<file path="config.mk">
export PLATFORM = sky130hd
export DESIGN_NAME = dade_exec
export DESIGN_NICKNAME = d
export VERILOG_FILES = /design/src/core/dade_pkg.sv /design/src/core/dade_exec.sv
export SDC_FILE = /design/constraint.sdc
export NUM_CORES = 1
export LEC_CHECK = 0
export ABC_AREA = 1
export BUFFER_PORTS_ARGS = -buffer_cell sky130_fd_sc_hd__buf_2
export CAP_MARGIN = 10
export CORE_MARGIN = 2
export CORE_UTILIZATION = 55
export CTS_BUF_LIST = sky130_fd_sc_hd__clkbuf_2
export CTS_CLUSTER_DIAMETER = 150
export DETAILED_ROUTE_END_ITERATION = 12
export GPL_TIMING_DRIVEN = 1
export PLACE_DENSITY = 0.86
export SYNTH_ARGS = -nofsm -noshare
export SYNTH_HDL_FRONTEND = slang
export SYNTH_SLANG_ARGS = --single-unit
export TNS_END_PERCENT = 10
</file>
<file path="constraint.sdc">
create_clock -name clk -period 3.83 [get_ports clk]
set_input_delay 0.1915 -clock clk [delete_from_list [all_inputs] [get_ports clk]]
set_output_delay 0.1915 -clock clk [all_outputs]
set_load 0.01 [all_outputs]
</file>
<file path="src/core/dade_pkg.sv">
// constants, types and phase codes for the decimal adjust / decrement datapath
// assumes one 50 MHz core clock; the four-phase cycle is generated inside the datapath
//
// Behaviour
// - decimal adjust adds 6 to low nibble when above 9 or half-carry set
// - decimal adjust adds low carry to high nibble, then 6 when that sum is above 9 or carry set
// - decrement subtracts one from operand, updates carry, half-carry, negative, wrap, zero
// - decrement recognised by its six-bit prefix, then destination, bank bit, file address
// - destination 0 writes accumulator, destination 1 writes back to the file register
// - bank bit 0 uses access bank, bank bit 1 uses bank pointer register
// - bank bit 0 with extended set, addresses up to 5Fh index from base pointer
package dade_pkg;

    localparam logic [15:0] DECADJ_OPCODE   = 16'h0007;
    localparam logic [5:0]  DEC_FILE_PREFIX = 6'h01;
    localparam int          PREFIX_MSB      = 15;
    localparam int          PREFIX_LSB      = 10;
    localparam int          DEST_BIT        = 9;
    localparam int          BANK_BIT        = 8;
    localparam int          FIELD_W         = 10;
    localparam logic [4:0]  NIB_MAX         = 5'h09;
    localparam logic [4:0]  BCD_FIX         = 5'h06;
    localparam logic [7:0]  ILO_LIMIT       = 8'h5F;
    localparam logic [7:0]  ACC_SPLIT       = 8'h80;
    localparam logic [3:0]  ACC_HI_PAGE     = 4'hF;
    localparam logic [3:0]  ACC_LO_PAGE     = 4'h0;
    localparam logic [7:0]  ACC_RST         = 8'h00;
    localparam logic [7:0]  SIGN_MIN        = 8'h80;
    localparam logic [7:0]  ONE             = 8'h01;

    typedef enum logic [3:0] {
        DADE_Q1 = 4'b0001,
        DADE_Q2 = 4'b0010,
        DADE_Q3 = 4'b0100,
        DADE_Q4 = 4'b1000
    } dade_phase_e;

    typedef enum logic [2:0] {
        DADE_OP_NONE = 3'b001,
        DADE_OP_ADJ  = 3'b010,
        DADE_OP_DEC  = 3'b100
    } dade_op_e;

    typedef struct packed {
        logic n;
        logic signed_wrap_flag;
        logic z;
        logic half_carry_flag;
        logic c;
    } dade_flags_s;

    localparam dade_flags_s FLAGS_RST = '{default: 1'b0};

endpackage : dade_pkg

</file>
<file path="src/core/dade_exec.sv">
// four-phase execution datapath for decimal adjust and file-register decrement
// assumes instruction word, memory read data and loads come from logic on clk;
// data memory answers a read in the same cycle as mem_re
`timescale 1ns/1ps
`default_nettype none

module dade_exec (
    input  wire logic                  clk,
    input  wire logic                  rstn,
    input  wire logic                  instr_valid,
    input  wire logic [15:0]           instr,
    input  wire logic                  ext_set_en,
    input  wire logic [11:0]           index_base,
    input  wire logic [3:0]            bank_pointer_reg,
    input  wire logic                  acc_load,
    input  wire logic [7:0]            acc_load_val,
    input  wire logic                  flags_load,
    input  wire dade_pkg::dade_flags_s flags_load_val,
    input  wire logic [7:0]            mem_rdata,
    output var  logic [3:0]            q_phase,
    output var  logic                  instr_taken,
    output var  logic                  unsupported,
    output var  logic [11:0]           mem_addr,
    output var  logic                  mem_re,
    output var  logic                  mem_we,
    output var  logic [7:0]            mem_wdata,
    output var  logic [7:0]            acc,
    output var  dade_pkg::dade_flags_s flags,
    output var  logic                  done
);

    dade_pkg::dade_phase_e             phase_reg,  phase_next;
    dade_pkg::dade_op_e                op_reg,     op_next;
    logic [dade_pkg::FIELD_W-1:0]      ins_reg,    ins_next;
    logic                              taken_reg,  taken_next;
    logic                              unsup_reg,  unsup_next;
    logic [11:0]                       addr_reg,   addr_next;
    logic                              re_reg,     re_next;
    logic                              we_reg,     we_next;
    logic [7:0]                        wdata_reg,  wdata_next;
    logic [7:0]                        res_reg,    res_next;
    dade_pkg::dade_flags_s             rflags_reg, rflags_next;
    logic [7:0]                        acc_reg,    acc_next;
    dade_pkg::dade_flags_s             flags_reg,  flags_next;
    logic                              done_reg,   done_next;

    logic [7:0]            fsel;
    logic [11:0]           eff_addr;
    logic                  lo_fix, hi_fix;
    logic [4:0]            lo_sum, hi_in, hi_sum;
    logic [7:0]            adj_res, dec_res;
    dade_pkg::dade_flags_s adj_flags, dec_flags;

    // operand address: banked, indexed literal offset, or split access bank
    always_comb begin
        fsel = ins_reg[7:0];
        if (ins_reg[dade_pkg::BANK_BIT]) begin
            eff_addr = {bank_pointer_reg, fsel};
        end else if (ext_set_en && fsel <= dade_pkg::ILO_LIMIT) begin
            eff_addr = 12'(index_base + {4'h0, fsel});
        end else if (fsel >= dade_pkg::ACC_SPLIT) begin
            eff_addr = {dade_pkg::ACC_HI_PAGE, fsel};
        end else begin
            eff_addr = {dade_pkg::ACC_LO_PAGE, fsel};
        end
    end

    // decimal adjust; the carry out of the low correction feeds the high nibble
    always_comb begin
        lo_fix  = ({1'b0, acc_reg[3:0]} > dade_pkg::NIB_MAX) || flags_reg.half_carry_flag;
        lo_sum  = {1'b0, acc_reg[3:0]} + (lo_fix ? dade_pkg::BCD_FIX : 5'h00);
        hi_in   = {1'b0, acc_reg[7:4]} + {4'h0, lo_sum[4]};
        hi_fix  = (hi_in > dade_pkg::NIB_MAX) || flags_reg.c;
        hi_sum  = hi_in + (hi_fix ? dade_pkg::BCD_FIX : 5'h00);
        adj_res = {hi_sum[3:0], lo_sum[3:0]};
        adj_flags   = flags_reg;
        adj_flags.c = flags_reg.c | hi_sum[4];
    end

    // decrement: carry and half-carry mean no borrow
    always_comb begin
        dec_res      = mem_rdata - dade_pkg::ONE;
        dec_flags.c  = (mem_rdata != 8'h00);
        dec_flags.half_carry_flag  = (mem_rdata[3:0] != 4'h0);
        dec_flags.n  = dec_res[7];
        dec_flags.signed_wrap_flag = (mem_rdata == dade_pkg::SIGN_MIN);
        dec_flags.z  = (dec_res == 8'h00);
    end

    always_comb begin
        phase_next  = phase_reg;
        op_next     = op_reg;
        ins_next    = ins_reg;
        taken_next  = 1'b0;
        unsup_next  = 1'b0;
        addr_next   = addr_reg;
        re_next     = 1'b0;
        we_next     = 1'b0;
        wdata_next  = wdata_reg;
        res_next    = res_reg;
        rflags_next = rflags_reg;
        acc_next    = acc_load ? acc_load_val : acc_reg;
        flags_next  = flags_load ? flags_load_val : flags_reg;
        done_next   = 1'b0;
        unique case (phase_reg)
            dade_pkg::DADE_Q1: begin
                phase_next = dade_pkg::DADE_Q2;
                op_next    = dade_pkg::DADE_OP_NONE;
                if (instr_valid) begin
                    taken_next = 1'b1;
                    ins_next   = instr[dade_pkg::FIELD_W-1:0];
                    if (instr == dade_pkg::DECADJ_OPCODE) begin
                        op_next = dade_pkg::DADE_OP_ADJ;
                    end else if (instr[dade_pkg::PREFIX_MSB:dade_pkg::PREFIX_LSB]
                                 == dade_pkg::DEC_FILE_PREFIX) begin
                        op_next = dade_pkg::DADE_OP_DEC;
                    end else begin
                        unsup_next = 1'b1;
                    end
                end
            end
            dade_pkg::DADE_Q2: begin
                phase_next = dade_pkg::DADE_Q3;
                if (op_reg == dade_pkg::DADE_OP_DEC) begin
                    addr_next = eff_addr;
                    re_next   = 1'b1;
                end
            end
            dade_pkg::DADE_Q3: begin
                phase_next = dade_pkg::DADE_Q4;
                if (op_reg == dade_pkg::DADE_OP_ADJ) begin
                    res_next    = adj_res;
                    rflags_next = adj_flags;
                end else if (op_reg == dade_pkg::DADE_OP_DEC) begin
                    res_next    = dec_res;
                    rflags_next = dec_flags;
                end
            end
            dade_pkg::DADE_Q4: begin
                phase_next = dade_pkg::DADE_Q1;
                // the commit wins over a load arriving in the same cycle
                if (op_reg == dade_pkg::DADE_OP_ADJ) begin
                    acc_next   = res_reg;
                    flags_next = rflags_reg;
                    done_next  = 1'b1;
                end else if (op_reg == dade_pkg::DADE_OP_DEC) begin
                    flags_next = rflags_reg;
                    done_next  = 1'b1;
                    if (!ins_reg[dade_pkg::DEST_BIT]) begin
                        acc_next = res_reg;
                    end else begin
                        we_next    = 1'b1;
                        wdata_next = res_reg;
                    end
                end
            end
            default: begin
                phase_next = dade_pkg::DADE_Q1;
                op_next    = dade_pkg::DADE_OP_NONE;
            end
        endcase
    end

    always_ff @(posedge clk or negedge rstn) begin
        if (!rstn) begin
            phase_reg  <= dade_pkg::DADE_Q1;
            op_reg     <= dade_pkg::DADE_OP_NONE;
            ins_reg    <= '0;
            taken_reg  <= 1'b0;
            unsup_reg  <= 1'b0;
            addr_reg   <= '0;
            re_reg     <= 1'b0;
            we_reg     <= 1'b0;
            wdata_reg  <= '0;
            res_reg    <= '0;
            rflags_reg <= dade_pkg::FLAGS_RST;
            acc_reg    <= dade_pkg::ACC_RST;
            flags_reg  <= dade_pkg::FLAGS_RST;
            done_reg   <= 1'b0;
        end else begin
            phase_reg  <= phase_next;
            op_reg     <= op_next;
            ins_reg    <= ins_next;
            taken_reg  <= taken_next;
            unsup_reg  <= unsup_next;
            addr_reg   <= addr_next;
            re_reg     <= re_next;
            we_reg     <= we_next;
            wdata_reg  <= wdata_next;
            res_reg    <= res_next;
            rflags_reg <= rflags_next;
            acc_reg    <= acc_next;
            flags_reg  <= flags_next;
            done_reg   <= done_next;
        end
    end

    assign q_phase     = phase_reg;
    assign instr_taken = taken_reg;
    assign unsupported = unsup_reg;
    assign mem_addr    = addr_reg;
    assign mem_re      = re_reg;
    assign mem_we      = we_reg;
    assign mem_wdata   = wdata_reg;
    assign acc         = acc_reg;
    assign flags       = flags_reg;
    assign done        = done_reg;

    logic q1, q2, q3, q4, is_adj, is_dec;
    assign q1     = (phase_reg == dade_pkg::DADE_Q1);
    assign q2     = (phase_reg == dade_pkg::DADE_Q2);
    assign q3     = (phase_reg == dade_pkg::DADE_Q3);
    assign q4     = (phase_reg == dade_pkg::DADE_Q4);
    assign is_adj = (op_reg == dade_pkg::DADE_OP_ADJ);
    assign is_dec = (op_reg == dade_pkg::DADE_OP_DEC);
endmodule : dade_exec

`default_nettype wire

</file>
* After elaboration in Yosys (flattened, before gate mapping) *
Cells that the tools add are included.

word-level totals
  register bits = 68
  input bits = 59
  word-level logic and storage cells = 91

cells by class
  add/sub/neg operators = 5
  $lt $le $gt $ge = 4
  equal/unequal tests = 9
  muxes and demuxes = 37
  bitwise logic cells = 2
  reduce and logical (&&, ||, !) cells = 12

operators by type and width
  kind                 number
  $mux 8               7
  $mux 12              3
  $mux 5               6
  $eq 16x3->1 const B  1
  $mux 3               5
  $mux 1               14
  $add 12x8->12        1
  $pmux 4 s3           1
  $eq 8x8->1 const B   1
  $ge 8x8->1 const B   1
  $le 8x7->1 const B   1
  $logic_not 8->1      1
  $reduce_bool 8->1    1
  $sub 8x1->8 const B  1
  $eq 6x1->1 const B   1
  $pmux 3 s2           1
  $reduce_and 2->1     3
  $add 4x1->5          1
  $add 4x3->5          1
  $add 5x3->5          1
  $gt 5x4->1 const B   1
  $eq 4x1->1 const B   1
  $eq 4x2->1 const B   1
  $eq 4x3->1 const B   1
  12 further kinds     13

* Logic depth before layout (Yosys ltp) *
  depth in word-level cells = 11
  depth in mapped cells = 20
  gate-level depth less buffers = 20

* Least setup slack after synthesis *
No wires, ideal clock.

  path kind = register to register
  start point = register acc_reg[2] (netlist: acc[2])
  end point = register res_reg[7]
  setup time = 0.077 ns
  arrival time = 3.267 ns
  data required time = 3.753 ns
  setup slack = 0.486 ns
  cell stages (with the launch flop) = 21
  buffers on the path = 0
  cells stage by stage = dfrtp_1 inv_1 a21oi_1 nor2_1 inv_1 ha_1 a21oi_1 nor2_1 ha_1 ha_1 or2_2 nand2_1 o21ai_0 nand3_1 ha_1 inv_1 fa_1 or2_2 nand2_1 a21oi_1 a21oi_1

between the ends
  word-level cells in the longest chain between the ends = 10

RTL lines
  what                    line              RTL
  start, declared         dade_exec.sv:43   logic [7:0] acc_reg, acc_next;
  start signal, assigned  dade_exec.sv:177  acc_reg <= dade_pkg::ACC_RST;
  start signal, assigned  dade_exec.sv:192  acc_reg <= acc_next;
  $gt 4x4->1              dade_exec.sv:70   lo_fix = ({1'b0, acc_reg[3:0]} > dade_pkg::NIB_MAX) || flags_reg.half_carry_flag;
  $logic_or 1x1->1        dade_exec.sv:70
  $mux 3                  dade_exec.sv:71   lo_sum = {1'b0, acc_reg[3:0]} + (lo_fix ? dade_pkg::BCD_FIX : 5'h00);
  $add 4x3->5 *           dade_exec.sv:71
  $add 4x1->5 *           dade_exec.sv:72   hi_in = {1'b0, acc_reg[7:4]} + {4'h0, lo_sum[4]};
  $gt 5x4->1              dade_exec.sv:73   hi_fix = (hi_in > dade_pkg::NIB_MAX) || flags_reg.c;
  $logic_or 1x1->1        dade_exec.sv:73
  $mux 3                  dade_exec.sv:74   hi_sum = hi_in + (hi_fix ? dade_pkg::BCD_FIX : 5'h00);
  $add 5x3->5 *           dade_exec.sv:74
  $mux 8 *                dade_exec.sv:131  if (op_reg == dade_pkg::DADE_OP_ADJ) begin
  end signal, assigned    dade_exec.sv:190  res_reg <= res_next;
  end, declared           dade_exec.sv:41   logic [7:0] res_reg, res_next;

Every way passes the cells marked *; elsewhere a longest branch is shown, timed or not.
A chain may end at the register's enable or synchronous reset.

* Worst setup path after layout *
  start point = register acc_reg[3] (netlist: acc[3])
  end point = register res_reg[7]

Same word-level chain as after synthesis.

==> results.md <==
- Antenna-violating nets left: 0
- Sw Share: 0.326
- Post-DP HPWL: 7240 um
- Skew final: 37.5 ps
- Overall power: 1.41 mW
- Cell area power density: 290 nW/um2
- Synth Instances: 504
- Normalized max-slew margin: 0.438
- Cts bufs inserted: 9
- Final worst path period share: 0.936
- WHS Path Cells: 4
- Max Used Layer: met4
- VDD IR-drop max: 0.000171 V
- # clock sinks: 68
- WL final: 9910 um
- Number of detailed-route iterations in the first pass: 5
- Routed wl met3: 576 um
- Starting density of the core: 0.573
- Vias in the first global route: 3602
- Cell area after synthesis: 3940 um2
- Final Hold Viols: 0
- Via-to-Cell Ratio: 5.28
- CTS Buffer Depth: 2
- Area grow syn2layout: 23.8%
- Met2 WL: 4670 um
- Io pins: 101
- WHS: 20.3 ps
- Worst hold path class: input pin to flip-flop
- Ys Warns: 0
- Worst Path Arrival: 4040 ps
- Post-Syn Nets: 583
- Clock root buffer: clkbuf_2
- Synthesized flop and latch total: 68
- Flop2flop setup slack: 250 ps
- Setup Total Neg Slack: 0 ps
- Vias: 3886
- Port bufs: 100
- Setup Viol. Count Final: 0
- Die H: 88.6 um
- Critical path class: flip-flop to flip-flop
- Pleak: 2.65 nW
- Worst-margin pin slew: 843 ps
- Syn Area/Cell: 7.81 um2
- Final net count: 714
- Clock group share of total power: 0.242
- Core ar.: 6870 um2
- ANT cells: 0
- Max-slew violation count: 0
- Die Span X: 88.6 um
- Yosys cell types: 36
- Clk Latency, worst-skew pair: 510 ps
- Largest fanout on the critical path: 3
- Comb power frac: 0.218
- Reg2reg path depth: 20
- Register area share after synthesis: 0.433
- Critical path launch point type: flip-flop
- Gr usage total: 0.264
- Post-layout min period: 3580 ps
- Largest net degree at the start of global routing: 39
- Max cap viols: 0
- First-pass GRT wire length: 16000 um
- Share of cells above drive strength 1: 0.222
- Highest Clock Rate: 279 MHz
- Number of flip-flops under the largest register name: 12
- Routability congestion estimate: 0.937
- Status: finished, final reports clean
- Initial antenna violation count: 0
- H-tree levels: 3
- CTS tree: built
- Int Power: 0.953 mW
- Die ar.: 7850 um2
- Starting DRT DRC Count: 185
- Avg WL per Cell: 13.5 um
- Row count: 30
- Drt drc: 0
- Clock slew at reported path FFs: 220 ps
- Psw: 0.461 mW
- Grt total ovfl: 0
- Post-Route M1 WL: 4440 um
- Sequential group share of total power: 0.540
- Critical path endpoint category: flip-flop
- Worst path required time: 4290 ps
- Final Core Density: 0.709
path summary, 6_finish.rpt:
path	startpoint	endpoint
max in group asynchronous	rstn	op_reg[0]
min in group asynchronous	rstn	mem_addr[4]
min reg2reg	mem_addr[11]	mem_addr[11]
max	acc[3]	res_reg[7]
min	index_base[9]	mem_addr[9]
max reg2reg	acc[3]	res_reg[7]
cell families after synthesis:
kind of cell | after synthesis | synth area share
mux | 5 | 0.0127
flops | 68 | 0.433
fa+ha+maj | 20 | 0.0693
simple gates | 218 | 0.237
compound gates | 99 | 0.140
xor+xnor | 10 | 0.0223
buf+inv | 84 | 0.0861
cell usage after synthesis (all sizes together):
master  number  area share
a31oi        1      0.0016
xnor2        2      0.0045
fa           3       0.015
xor2         8       0.018
nor4         3      0.0048
dfstp        2       0.013
nand3b       1      0.0019
dfrtp       66        0.42
a21oi       26       0.035
a21o         2      0.0038
o21ai       63       0.087
clkinv       2      0.0019
and2         1      0.0016
ha          17       0.054
nor3         5      0.0092
inv         73       0.071
buf          6       0.010
clkbuf       3      0.0029
mux2i        5       0.013
or2          3      0.0048
o22ai        2      0.0032
nand3       28       0.036
nor2        44       0.042
nand4        9       0.014
o211ai       3      0.0057
a22oi        2      0.0038
nand2      124        0.12
layout by cell type, fill, tap and decap left out, types with 3 or more instances in the layout:
master and n:
o211ai_1 3, buf_2 100, clkinv_1 4, nor4_1 3, inv_1 69, nor2_1 44
dlygate4sd3_1 25, nand3_1 28, a21oi_1 24, ha_1 15, xor2_1 8, buf_4 4
dfrtp_1 66, nor3_1 4, o21ai_2 7, nand4_1 9, clkbuf_2 10, or2_2 3
fa_1 3, nand2_1 121, o21ai_0 56, mux2i_1 5
power groups by stage:
stage / clock (mW) / combinational [mW] / sequential, mW
global placement: 0 / 0.273 / 0.775
CTS: 0.349 / 0.299 / 0.763
floorplan: 0 / 0.171 / 0.777
finish: 0.343 / 0.308 / 0.764
global route: 0.384 / 0.351 / 0.767
detailed placement: 0 / 0.280 / 0.776
stage by stage:
step / setup slack, ps / area [um2] / instances
after detailed placement: 216 / 4520 / 693
final: 247 / 4870 / 736
after global placement: 405 / 4520 / 693
after floorplan: 486 / 3940 / 504
after CTS: 211 / 4830 / 732
after global routing: -30.9 / 4870 / 736
per-layer routing:
metal  track usage  vias to the layer above
met5             0                        -
met4         0.101                        0
met3        0.0410                       26
met2         0.429                      132
met1         0.358                     1814
li1              -                     1914
what timing repair did:
item / CTS / global route
setup endpoints to repair: 0 / 1
hold endpoints to repair: 56 / 1
hold buffers: 23 / 2
buffers inserted: 0 / 2
gates resized for setup: 0 / 3
cell type report:
type	count	area, um2
fill	559	2000
multi-input combinational	352	1900
sequential	68	1700
timing repair buffer	129	781
inverter	75	287
tap	96	120
clock buffer	10	50.0
clock inverter	6	32.5
worst max-delay path, cell delays in order (launching register included):
cell	delay, ps
dfrtp_1	440
inv_1	110
a21oi_1	50
nor2_1	180
inv_1	90
ha_1	270
a21oi_1	140
nor2_1	50
ha_1	200
ha_2	200
or2_2	290
nand2_1	110
o21ai_0	90
nand3_1	160
ha_2	200
inv_1	50
fa_1	380
or2_2	300
nand2_1	60
a21oi_1	60
a21oi_1	130
No activity file was read; power rests on OpenSTA's default activity.
